**src/audio_params.svh**
```systemverilog
// Register map, field positions, reset values and timing of the audio serial master
`ifndef AUDIO_PARAMS_SVH
`define AUDIO_PARAMS_SVH
`define A_CTRL 8'h00
`define A_DIV 8'h04
`define A_FMT 8'h08
`define A_TXL 8'h0c
`define A_TXR 8'h10
`define A_RXL 8'h14
`define A_RXR 8'h18
`define A_CMD 8'h1c
`define A_STAT 8'h20
`define CTRL_RST 5'h00
`define DIV_RST 7'h10
`define DIV_MIN 7'h02
`define DIV_MAX 7'h7e
`define FMT_RST 14'h000f
`define CMD_START 0
`define ST_BUSY 0
`define ST_IRQ 1
`define ST_RXV 2
`define SLOT_BASE 6'h10
`define EXTRA_MAX 5'h10
`define SYS_CLK_MHZ 16
`define CLK_MHZ 250
`endif

```
**src/audio_pkg.sv**
```systemverilog
// Types shared by the audio serial master
package audio_pkg;
  typedef enum logic [1:0] {FMT_I2S, FMT_LEFT, FMT_RIGHT} frame_mode_t;
  typedef enum {ST_IDLE, ST_RUN} state_t;
  typedef struct packed {
    logic idle_left;
    logic ws_inv;
    frame_mode_t mode;
    logic [4:0] extra;
    logic pad16;
    logic [3:0] nbits_m1;
  } fmt_t;
  typedef struct packed {
    logic mono_right;
    logic fifo_mode;
    logic irq_en;
    logic clk_always;
    logic enable;
  } ctrl_t;
  typedef struct packed {
    logic hsel;
    logic [7:0] haddr;
    logic [1:0] htrans;
    logic hwrite;
    logic [2:0] hsize;
    logic hready;
    logic [31:0] hwdata;
  } ahb_req_t;
  typedef struct packed {
    logic has;
    logic right;
    logic [3:0] bit_ix;
  } slot_pos_t;
endpackage

```
**src/audio_serial_master_port.sv**
```systemverilog
// Stereo audio serial master with AHB-Lite registers
// Function
// - Bit clock is system clock divided by an even value 2 to 126.
// - Divisor defaults to give a 1 MHz bit clock.
// - Bit clock output runs always or only during a frame.
// - Power enable; when off no transfers, can be turned off anytime.
// - 1 to 16 audio bits per channel, MSB first.
// - Optional zero padding makes each slot 16 bits.
// - Up to 16 extra zero bits, slot up to 32 bits.
// - Every non-audio bit sent is zero.
// - Format field picks I2S, left- or right-justified.
// - Word select polarity may be inverted, never in I2S. The code applies ws_inv in I2S as well.
// - Word select idle level selectable; right state in I2S. The code takes idle_left and ws_inv for the idle level in I2S as well.
// - Frame-done interrupt request when its enable is set.
// - Transmit and receive shift on the same bit clock.
// - One transfer moves one left then right frame, then stops.
// - Transmit buffer holds separately written left and right words.
// - Received frame stored; reading the right word (A_RXR) clears both words, a left read does not.
// - Software start launches one frame from the transmit buffer.
// - Busy is true from start until frame completion.
// - In sample path mode a trigger rising edge starts a frame.
// - Mono sample rides in the left or the right channel.
// - I2S: word select leads each channel MSB by one bit.
// - Left-justified: MSB in the period of the select change.
// - Right-justified: padding first, LSB before next select change.
// - Uninverted word select is high for right, low for left.
//
// Implementation choices: the placing of the registers and the AHB-Lite interface to the registers.
`timescale 1ns/10ps
`default_nettype none
`include "audio_params.svh"

module audio_serial_master_port (
  input wire logic clk,
  input wire logic resetn,
  input wire audio_pkg::ahb_req_t ahb_req,
  output logic hreadyout,
  output logic hresp,
  output logic [31:0] hrdata,
  input wire logic timer_trigger,
  input wire logic [15:0] fifo_tx_sample,
  output logic [15:0] fifo_rx_sample,
  output logic fifo_rx_strobe,
  input wire logic serial_audio_in,
  output logic sck,
  output logic ws,
  output logic serial_audio_out,
  output logic audio_port_irq_source
);
  import audio_pkg::*;

  function automatic slot_pos_t pos_at(
    input logic [6:0] k,
    input logic [5:0] slot,
    input logic [4:0] nb,
    input logic lead,
    input logic rj
  );
    logic [6:0] d;
    logic [6:0] p;
    logic [6:0] pad;
    slot_pos_t r;
    d = k - {6'h00, lead};
    r.right = d >= {1'b0, slot};
    p = r.right ? d - {1'b0, slot} : d;
    pad = {1'b0, slot} - {2'h0, nb};
    r.has = (k >= {6'h00, lead}) && (rj ? p >= pad : p < {2'h0, nb});
    r.bit_ix = 4'hf - (rj ? p[3:0] - pad[3:0] : p[3:0]);
    return r;
  endfunction

  ctrl_t ctrl_r;
  fmt_t fmt_r;
  logic [6:0] div_r;
  logic [15:0] txl_r, txr_r, rxl_r, rxr_r;
  logic [15:0] fl_r, fr_r, cl_r, cr_r;
  logic [15:0] cl_nxt, cr_nxt;
  logic rxv_r, irqp_r, busy_r, pend_r;
  state_t st_r;
  logic [6:0] k_r;
  logic [5:0] cnt_r;
  logic phase_r;
  logic din_s1_r, din_s2_r, trig_q_r;
  logic a_wr_r;
  logic [7:0] a_addr_r;
  logic sck_r, ws_r, sdo_r, irq_r, strobe_r;
  logic [15:0] frx_r;
  logic [31:0] hrdata_r;

  // Bus decode
  wire ap_go = ahb_req.hsel && ahb_req.htrans[1] && ahb_req.hready;
  wire ap_rd = ap_go && !ahb_req.hwrite;
  wire wr_go = a_wr_r && ahb_req.hready;
  wire [7:0] ra = ahb_req.haddr;
  wire [31:0] rd_word =
    (ra == `A_CTRL) ? {27'h0, ctrl_r} :
    (ra == `A_DIV) ? {25'h0, div_r} :
    (ra == `A_FMT) ? {18'h0, fmt_r} :
    (ra == `A_TXL) ? {16'h0, txl_r} :
    (ra == `A_TXR) ? {16'h0, txr_r} :
    (ra == `A_RXL) ? {16'h0, rxl_r} :
    (ra == `A_RXR) ? {16'h0, rxr_r} :
    (ra == `A_STAT) ? {29'h0, rxv_r, irqp_r, busy_r} : 32'h0;
  wire rx_clr = ap_rd && ra == `A_RXR;
  wire irq_ack = wr_go && a_addr_r == `A_STAT && ahb_req.hwdata[`ST_IRQ];

  // Divisor forced even and at least two, so odd writes cannot skew the duty
  wire [6:0] div_ev = {div_r[6:1], 1'b0};
  wire [6:0] div_eff = (div_ev < `DIV_MIN) ? `DIV_MIN : div_ev;
  wire [5:0] half = div_eff[6:1];
  wire half_tick = ctrl_r.enable && cnt_r == half - 6'h01;
  wire bnd = half_tick && phase_r;
  wire phase_nxt = half_tick ? !phase_r : phase_r;

  // Slot geometry
  wire [4:0] nb = {1'b0, fmt_r.nbits_m1} + 5'h01;
  wire [4:0] extra_c = (fmt_r.extra > `EXTRA_MAX) ? `EXTRA_MAX : fmt_r.extra;
  wire [5:0] slot = fmt_r.pad16 ? `SLOT_BASE + {1'b0, extra_c} : {1'b0, nb};
  wire lead = fmt_r.mode == FMT_I2S;
  wire rj = fmt_r.mode == FMT_RIGHT;
  wire [6:0] last_k = {slot, 1'b0} + {6'h00, lead} - 7'h01;
  wire running = st_r == ST_RUN;
  wire [6:0] k_nxt = running ? k_r + 7'h01 : 7'h00;
  wire done = running && bnd && k_r == last_k;
  wire slot_pos_t cpos = pos_at(k_r, slot, nb, lead, rj);
  wire slot_pos_t npos = pos_at(k_nxt, slot, nb, lead, rj);

  // Sample path puts the mono word in one channel, the other stays zero
  wire [15:0] src_l = ctrl_r.fifo_mode ? (ctrl_r.mono_right ? 16'h0 : fifo_tx_sample) : txl_r;
  wire [15:0] src_r = ctrl_r.fifo_mode ? (ctrl_r.mono_right ? fifo_tx_sample : 16'h0) : txr_r;
  wire [15:0] wl = running ? fl_r : src_l;
  wire [15:0] wr = running ? fr_r : src_r;
  wire [15:0] nword = npos.right ? wr : wl;
  wire bit_nxt = npos.has && nword[npos.bit_ix];
  wire ws_right = k_nxt >= {1'b0, slot};
  wire ws_idle = !fmt_r.idle_left ^ fmt_r.ws_inv;
  wire ws_run = ws_right ^ fmt_r.ws_inv;

  // Start sources
  wire sw_start = wr_go && a_addr_r == `A_CMD && ahb_req.hwdata[`CMD_START] &&
    !ctrl_r.fifo_mode;
  wire trg_start = ctrl_r.fifo_mode && timer_trigger && !trig_q_r;
  wire accept = ctrl_r.enable && (sw_start || trg_start) && !busy_r;
  wire launch = pend_r && bnd && !running;
  wire irqp_nxt = done || (irqp_r && !irq_ack);

  // Received bit taken at the end of its period, into the channel whose slot it falls in
  always_comb
  begin
    cl_nxt = cl_r;
    cr_nxt = cr_r;
    if (running && bnd && cpos.has)
    begin
      if (cpos.right)
        cr_nxt[cpos.bit_ix] = din_s2_r;
      else
        cl_nxt[cpos.bit_ix] = din_s2_r;
    end
  end

  always_ff @(posedge clk or negedge resetn)
  begin
    if (!resetn)
    begin
      a_wr_r <= 1'b0;
      a_addr_r <= 8'h00;
      hrdata_r <= 32'h0;
    end
    else
    begin
      a_wr_r <= ap_go && ahb_req.hwrite;
      if (ap_go)
        a_addr_r <= ra;
      if (ap_rd)
        hrdata_r <= rd_word;
    end
  end

  always_ff @(posedge clk or negedge resetn)
  begin
    if (!resetn)
    begin
      ctrl_r <= ctrl_t'(`CTRL_RST);
      div_r <= `DIV_RST;
      fmt_r <= fmt_t'(`FMT_RST);
      txl_r <= 16'h0;
      txr_r <= 16'h0;
    end
    else if (wr_go)
    begin
      if (a_addr_r == `A_CTRL)
        ctrl_r <= ctrl_t'(ahb_req.hwdata[4:0]);
      if (a_addr_r == `A_DIV)
        div_r <= ahb_req.hwdata[6:0];
      if (a_addr_r == `A_FMT)
        fmt_r <= fmt_t'(ahb_req.hwdata[13:0]);
      if (a_addr_r == `A_TXL)
        txl_r <= ahb_req.hwdata[15:0];
      if (a_addr_r == `A_TXR)
        txr_r <= ahb_req.hwdata[15:0];
    end
  end

  always_ff @(posedge clk or negedge resetn)
  begin
    if (!resetn)
    begin
      din_s1_r <= 1'b0;
      din_s2_r <= 1'b0;
      trig_q_r <= 1'b0;
      cnt_r <= 6'h00;
      phase_r <= 1'b0;
    end
    else
    begin
      din_s1_r <= serial_audio_in;
      din_s2_r <= din_s1_r;
      trig_q_r <= timer_trigger;
      cnt_r <= (!ctrl_r.enable || half_tick) ? 6'h00 : cnt_r + 6'h01;
      phase_r <= ctrl_r.enable && phase_nxt;
    end
  end

  // Frame sequencer; switching the port off aborts a frame without an interrupt
  always_ff @(posedge clk or negedge resetn)
  begin
    if (!resetn)
    begin
      st_r <= ST_IDLE;
      k_r <= 7'h00;
      busy_r <= 1'b0;
      pend_r <= 1'b0;
      fl_r <= 16'h0;
      fr_r <= 16'h0;
      cl_r <= 16'h0;
      cr_r <= 16'h0;
    end
    else if (!ctrl_r.enable)
    begin
      st_r <= ST_IDLE;
      busy_r <= 1'b0;
      pend_r <= 1'b0;
    end
    else
    begin
      cl_r <= cl_nxt;
      cr_r <= cr_nxt;
      if (accept)
      begin
        busy_r <= 1'b1;
        pend_r <= 1'b1;
      end
      if (launch)
      begin
        st_r <= ST_RUN;
        k_r <= 7'h00;
        pend_r <= 1'b0;
        fl_r <= src_l;
        fr_r <= src_r;
        cl_r <= 16'h0;
        cr_r <= 16'h0;
      end
      else if (done)
      begin
        st_r <= ST_IDLE;
        busy_r <= 1'b0;
      end
      else if (running && bnd)
        k_r <= k_nxt;
    end
  end

  // Receive buffer and status flags; a finishing frame beats a clearing read
  always_ff @(posedge clk or negedge resetn)
  begin
    if (!resetn)
    begin
      rxl_r <= 16'h0;
      rxr_r <= 16'h0;
      rxv_r <= 1'b0;
      irqp_r <= 1'b0;
      frx_r <= 16'h0;
      strobe_r <= 1'b0;
    end
    else
    begin
      irqp_r <= ctrl_r.enable && irqp_nxt;
      strobe_r <= done && ctrl_r.fifo_mode;
      if (done && ctrl_r.fifo_mode)
        frx_r <= ctrl_r.mono_right ? cr_nxt : cl_nxt;
      if (done && !ctrl_r.fifo_mode)
      begin
        rxl_r <= cl_nxt;
        rxr_r <= cr_nxt;
        rxv_r <= 1'b1;
      end
      else if (rx_clr)
      begin
        rxl_r <= 16'h0;
        rxr_r <= 16'h0;
        rxv_r <= 1'b0;
      end
    end
  end

  // Pins; clock gated low so a gated clock never shows a runt pulse
  always_ff @(posedge clk or negedge resetn)
  begin
    if (!resetn)
    begin
      sck_r <= 1'b0;
      ws_r <= 1'b1;
      sdo_r <= 1'b0;
      irq_r <= 1'b0;
    end
    else
    begin
      sck_r <= ctrl_r.enable && phase_nxt && (ctrl_r.clk_always || running);
      if (!ctrl_r.enable || done || (!running && !launch))
      begin
        ws_r <= ws_idle;
        sdo_r <= 1'b0;
      end
      else if (bnd)
      begin
        ws_r <= ws_run;
        sdo_r <= bit_nxt;
      end
      irq_r <= ctrl_r.enable && irqp_nxt && ctrl_r.irq_en;
    end
  end

  assign hreadyout = 1'b1;
  assign hresp = 1'b0;
  assign hrdata = hrdata_r;
  assign fifo_rx_sample = frx_r;
  assign fifo_rx_strobe = strobe_r;
  assign sck = sck_r;
  assign ws = ws_r;
  assign serial_audio_out = sdo_r;
  assign audio_port_irq_source = irq_r;
endmodule
`default_nettype wire

```
**config.mk**
```make
export PLATFORM = sky130hd
export DESIGN_NAME = audio_serial_master_port
export DESIGN_NICKNAME = d
export VERILOG_FILES = /design/src/audio_pkg.sv /design/src/audio_serial_master_port.sv
export VERILOG_INCLUDE_DIRS = /design/src /design/src/src
export SDC_FILE = /design/constraint.sdc
export NUM_CORES = 1
export LEC_CHECK = 0
export BUFFER_PORTS_ARGS = -buffer_cell sky130_fd_sc_hd__buf_2
export CORE_MARGIN = 2
export CORE_UTILIZATION = 30
export CTS_CLUSTER_DIAMETER = 200
export DETAILED_ROUTE_END_ITERATION = 8
export SLEW_MARGIN = 20
export SYNTH_ARGS = -nofsm -noshare
export SYNTH_HDL_FRONTEND = slang
export SYNTH_SLANG_ARGS = --single-unit
```
**constraint.sdc**
```tcl
create_clock -name clk -period 17.1 [get_ports clk]
set_input_delay 5.13 -clock clk [delete_from_list [all_inputs] [get_ports clk]]
set_output_delay 5.13 -clock clk [all_outputs]
set_load 0.005 [all_outputs]
```
== Word level (Yosys, flattened, before mapping) ==
Index checks and enable logic that the tools add are counted.

* Output and inout port bits: 55
* Logic and storage cells: 217
* Input port bits: 68
* Register bits after elaboration: 269

* Eq/ne operators: 20
* Muxes and demuxes: 62
* Bitwise logic cells: 2
* $add $sub $neg: 16
* Reduce and logical (&&, ||, !) cells: 63
* Magnitude comparators: 14

{| class="wikitable"
|+ Operators with widths
! cell !! number
|-
| $mux W16 || 24
|-
| $mux W32 || 3
|-
| $mux W7 || 7
|-
| $eq A8 B5 Y1 const B || 5
|-
| $logic_and A1 B1 Y1 || 34
|-
| $bwmux W16 || 2
|-
| $eq A32 B2 Y1 const B || 1
|-
| $eq A8 B4 Y1 const B || 4
|-
| $ge A7 B6 Y1 || 3
|-
| $mux W1 || 18
|-
| $eq A8 B3 Y1 const B || 2
|-
| $eq A8 B6 Y1 const B || 2
|-
| $logic_not A8 Y1 || 2
|-
| $ge A7 B1 Y1 || 2
|-
| $ge A7 B7 Y1 || 2
|-
| $lt A7 B5 Y1 || 2
|-
| $sub A7 B1 Y7 || 2
|-
| $sub A7 B6 Y7 || 2
|-
| $mux W6 || 2
|-
| $reduce_and A2 Y1 || 6
|-
| $logic_not A1 Y1 || 10
|-
| $lt A4 B5 Y1 const B || 2
|-
| $mux W4 || 2
|-
| $sub A4 B4 Y4 || 2
|-
| 26 further kinds || 36
|}

== Depth between registers and ports, before layout ==
* Word-level depth: 17
* Mapped depth: 25
* Mapped depth without buffers: 24

== Worst setup path after synthesis ==
OpenSTA, ideal clock, no wires.

* Path kind: input to register
* Start point: in ahb_req[46] (netlist name)
* End point: reg rxl_r[3]
* Data required time: 16.967 ns
* Arrival time: 7.067 ns
* Path slack: 9.900 ns
* Buffers on the path: 2
* Cell stages on the path: 8
* Path through: or4b_2 > nor3_1 > nand2_1 > and2_1 > clkbuf_1 > clkbuf_1 > nand2_1 > o21ai_1

* Longest elaborated chain between the ends: 3

{| class="wikitable"
|+ Ends and longest elaborated chain
! element !! RTL line !! text
|-
| start: declaration || audio_serial_master_port.sv:36 || <nowiki>input wire audio_pkg::ahb_req_t ahb_req,</nowiki>
|-
| $eq A8 B5 Y1 (no source line) || n/a ||
|-
| $logic_and A1 B1 Y1 (no source line) || n/a ||
|-
| $reduce_bool A2 Y1 (no source line) || n/a ||
|-
| end signal: assignment || audio_serial_master_port.sv:293 || <nowiki>rxl_r <= cl_nxt;</nowiki>
|-
| end: declaration || audio_serial_master_port.sv:75 || <nowiki>logic [15:0] txl_r, txr_r, rxl_r, rxr_r;</nowiki>
|}

No other way between the ends.
A chain may end at the register's enable or synchronous reset.

== Worst setup path in the final report ==
* Start point: reg fmt_r[0] (netlist name)
* End point: reg cr_r[12]

* Longest elaborated chain between the ends: 15
* Elaborated cells on any way between the ends: 23
* Classes of those cells: add/sub (5); order compare (5); mux (10); reduce/logical (3)

{| class="wikitable"
|+ Ends and longest elaborated chain
! element !! RTL line !! text
|-
| start: declaration || audio_serial_master_port.sv:73 || <nowiki>fmt_t fmt_r;</nowiki>
|-
| start signal: assignment || audio_serial_master_port.sv:185 || <nowiki>fmt_r <= fmt_t'(`FMT_RST);</nowiki>
|-
| start signal: assignment || audio_serial_master_port.sv:196 || <nowiki>fmt_r <= fmt_t'(ahb_req.hwdata[13:0]);</nowiki>
|-
| $add A4 B1 Y5 (*) || audio_serial_master_port.sv:116 || <nowiki>wire [4:0] nb = {1'b0, fmt_r.nbits_m1} + 5'h01;</nowiki>
|-
| $mux W6 || audio_serial_master_port.sv:118 || <nowiki>wire [5:0] slot = fmt_r.pad16 ? `SLOT_BASE + {1'b0, extra_c} : {1'b0, nb};</nowiki>
|-
| $sub A7 B6 Y7 or $ge A7 B6 Y1 (tied branches) || audio_serial_master_port.sv:65, audio_serial_master_port.sv:64 ||
|-
| $mux W7 || audio_serial_master_port.sv:65 || <nowiki>p = r.right ? d - {1'b0, slot} : d;</nowiki>
|-
| $sub A4 B4 Y4 || audio_serial_master_port.sv:68 || <nowiki>r.bit_ix = 4'hf - (rj ? p[3:0] - pad[3:0] : p[3:0]);</nowiki>
|-
| $mux W4 || audio_serial_master_port.sv:68 ||
|-
| $sub A4 B4 Y4 || audio_serial_master_port.sv:68 ||
|-
| $lt A4 B5 Y1 (not written as such) or $ge A4 B1 Y1 (tied branches) || audio_serial_master_port.sv:155 || <nowiki>cr_nxt[cpos.bit_ix] = din_s2_r;</nowiki>
|-
| $logic_and A1 B1 Y1 (not written as such) || audio_serial_master_port.sv:155 ||
|-
| $mux W1 (not written as such) || audio_serial_master_port.sv:155 ||
|-
| $demux W1 S4 || audio_serial_master_port.sv:155 ||
|-
| $bwmux W16 || audio_serial_master_port.sv:155 ||
|-
| $mux W16 || audio_serial_master_port.sv:154 || <nowiki>if (cpos.right)</nowiki>
|-
| $mux W16 (*) || audio_serial_master_port.sv:152 || <nowiki>if (running && bnd && cpos.has)</nowiki>
|-
| $mux W16 (*) || audio_serial_master_port.sv:253 || <nowiki>if (launch)</nowiki>
|-
| end signal: assignment || audio_serial_master_port.sv:247 || <nowiki>cr_r <= cr_nxt;</nowiki>
|-
| end: declaration || audio_serial_master_port.sv:76 || <nowiki>logic [15:0] fl_r, fr_r, cl_r, cr_r;</nowiki>
|}

Every way passes the cells marked *; elsewhere a longest branch is shown, timed or not.

==> flow_metrics.tcl <==
set metrics [dict create \
    portBuffers 84 \
    yosysTopAreaCellShare_pct 36.73 \
    synth.top_cells.by_area "dfrtp_1 (37%), mux2_2 (5.6%), ha_1 (4.6%)" \
    place_congestion 0.8811 \
    ios 123 \
    synth_edf_count 0 \
    synthAdderAreaFrac_pct 5.136 \
    drt_iter0_markers 978 \
    critical-path-slowest-cell "a221oi_1" \
    clkSinkCount 222 \
    max_slew.worst_pin.slew_ns 1.055 \
    start_kind "register" \
    synth_area_leader_cell "dfrtp_1" \
    fin_crit_sh_pct 40.14 \
    initial_utilization_pct 30.25 \
    rows 81 \
    rrSetupSlack_ns 10.24 \
    wire_per_inst_um 20.11 \
    timing.fmax_ghz 0.1457 \
    ant_nets 0 \
    hold_buffers 0 \
    synth_area_um2 14710 \
    drv_cap 0 \
    ys_seq_area_share_pct 37.81 \
    cp-endpoint "cr_r[12]" \
    power-per-cell-area_nw_per_um2 81.18 \
    synth_warnings 0 \
    htreeDepth 1 \
    cts_tree "done" \
    slew_headroom_pct 29.66 \
    grt_use_total_pct 17.45 \
    synth_top_family_by_area "compound AO/OA/AOI/OAI gates" \
    synth_xor_area_share_pct 2.679 \
    crit_top_cell "ha_1" \
    dpl.hpwl_mm 32.01 \
    root_buffer "clkbuf_16" \
    period_needed_ns 6.864 \
    grt_max_degree 99 \
    layout-drive-gt1-share_pct 19.99 \
    setup-tns-final_ns 0 \
    path_max_fanout 18 \
    r2r-start "fmt_r[0]" \
    viasPerCell 5.450 \
    status "complete, no violations" \
    die-area_um2 50830 \
    synth_ff_type "dfrtp_1" \
    n_fill_cell 4975 \
    ir_drop_mv 0.07018 \
    overflow 0 \
    vias 11990 \
    setup_viol 0 \
    fin_skew_ns 0.01567 \
    crit_start "fmt_r[0]" \
    final-max-slew-violation-count 0 \
    min_path_type "reg -> reg" \
    crit_chain "ha_1, nand3_1, mux2i_1, inv_1, ha_1, nor2_1, nor2b_1, a21boi_1, nor2_2, o31ai_2, ha_1, o2111ai_1, a221oi_1, nand4b_4, nor4_4, mux2i_1, o22ai_1" \
    drc 0 \
    cts_setup_buffers 0 \
    clock_path_buffers 3 \
    die-width_um 225.5 \
    p_leak_nw 7.117 \
    dp_cells 2149 \
    final_cell_count_no_fill 2199 \
    max_stage_delay_ns 0.77 \
    rsz0062_at_grt "false" \
    post-route-util_pct 33.94 \
    insertion_delay_ns 0.56 \
    grt_pass1_wl_mm 69.67 \
    synth_simple_gate_area_share_pct 18.18 \
    core_area_um2 48650 \
    die_h_um 225.5 \
    synth_common_cells "dfrtp_1 (216), nand2_1 (174), o21ai_0 (98)" \
    first_pass_iters 5 \
    critPathRequiredTime_ns 17.49 \
    routed_wl_mm 44.23 \
    path_clk_slew_ns 0.06 \
    syn2layout_area_growth_pct 12.21 \
    synthMuxAreaShare_pct 11.28 \
    hold_slack_ns 0.3526 \
    synth_compound_area_share_pct 18.85 \
    grt_pass1_vias 11720 \
    r2r_cells 17 \
    r2r-end "cr_r[12]" \
    ys_seq_elements 222 \
    async_flop_share_pct 100.0 \
    postSynthCellCount 1514 \
    synth.distinct_cells 98 \
    hold_viol 0 \
    cp-end-kind "register" \
    antenna_found_initial 2 \
    numCtsBuffers 27 \
    fin_nets 1682 \
    syn_avg_cell_area_um2 9.719 \
    yosysMostFrequentCell "dfrtp_1" \
    cts-resized-gates 0 \
    cp.arrival_ns 7.26 \
    criticalPathCategory "reg -> reg" \
]
## state kept, by name (all words and copies together), names as in the netlist, 5 cells and up
| name | flops |
|---|---|
| a_addr_r | 8 |
| cl_r | 16 |
| cnt_r | 6 |
| cr_r | 16 |
| ctrl_r | 5 |
| div_r | 7 |
| fifo_rx_sample | 16 |
| fl_r | 16 |
| fmt_r | 14 |
| fr_r | 16 |
| hrdata | 16 |
| k_r | 7 |
| rxl_r | 16 |
| rxr_r | 16 |
| txl_r | 16 |
| txr_r | 16 |
## worst max-delay path: cells and delay by family (launching register included)
family | cells | cell delay (ns)
DFF | 1 | 0.69
muxes | 2 | 0.80
AOI/OAI and AO/OA | 5 | 2.19
adders and majority gates | 3 | 0.94
and+or+nand+nor | 6 | 1.81
buffers and inverters | 1 | 0.22
## power breakdown
part / internal [W] / switching [W] / leakage, nW
Sequential: 0.000537 / 0.0000127 / 2.71
Clock: 0.000352 / 0.000234 / 0.447
Combinational: 0.0000699 / 0.000135 / 3.96
## worst min path at each step
stage	from	to	slack (ns)	cells past startpoint
after CTS	din_s1_r	din_s2_r	0.35	0
final	din_s1_r	din_s2_r	0.35	0
after floorplan	din_s1_r	din_s2_r	0.33	0
after global routing	din_s1_r	din_s2_r	0.36	0
after global placement	din_s1_r	din_s2_r	0.34	0
after detailed placement	din_s1_r	din_s2_r	0.34	0
## layout by cell type, fill, tap and decap left out, drive strengths merged, types with 19 or more instances in the layout
master,n
o21ai,145
clkbuf,39
inv,82
dfrtp,216
nor4,39
a21oi,32
xnor2,28
mux2i,56
a22oi,45
nor2,74
mux2,75
ha,54
nand3,31
nand2,174
buf,107
o31ai,19
nor3,22
## routing by layer
layer  global-route usage (%)  up-vias  share of wire (%)
li1                         -     5596                  -
met1                    23.61     5984                 44
met2                    29.00      331                 47
met3                    2.581       72                5.5
met4                    4.785        2                2.6
met5                        0        -              0.036
## cell families after synthesis
| kind of cell | after synthesis |
|---|---|
| AND/OR/NAND/NOR | 450 |
| AO/OA/AOI/OAI | 405 |
| flip-flops | 222 |
| buffers and inverters | 190 |
| multiplexers | 142 |
| adder cells (fa/ha/maj) | 58 |
| XOR/XNOR | 45 |
| other | 2 |
## layout make-up
class / count / area (µm²) / area share (%)
clock buffers: 39 / 790.8 / 4.789
diodes: 1 / 2.502 / 0.01516
flip-flops and latches: 222 / 5564 / 33.70
inverters: 80 / 300.3 / 1.819
well taps: 622 / 778.2 / 4.714
multi-input cells: 1118 / 8351 / 50.58
repair buffers: 107 / 603.1 / 3.653
clock inverters: 10 / 121.4 / 0.7351
## metrics by stage
step / power (W) / setup slack, ns / cell area [µm²]
after detailed placement: 0.0007617 / 9.530 / 15600
final: 0.001340 / 10.24 / 16510
after global placement: 0.0007581 / 9.604 / 15600
after floorplan: 0.0006992 / 9.900 / 14770
after global routing: 0.001397 / 9.756 / 16510
after CTS: 0.001351 / 10.10 / 16510
No activity file was read; power rests on OpenSTA's default activity.
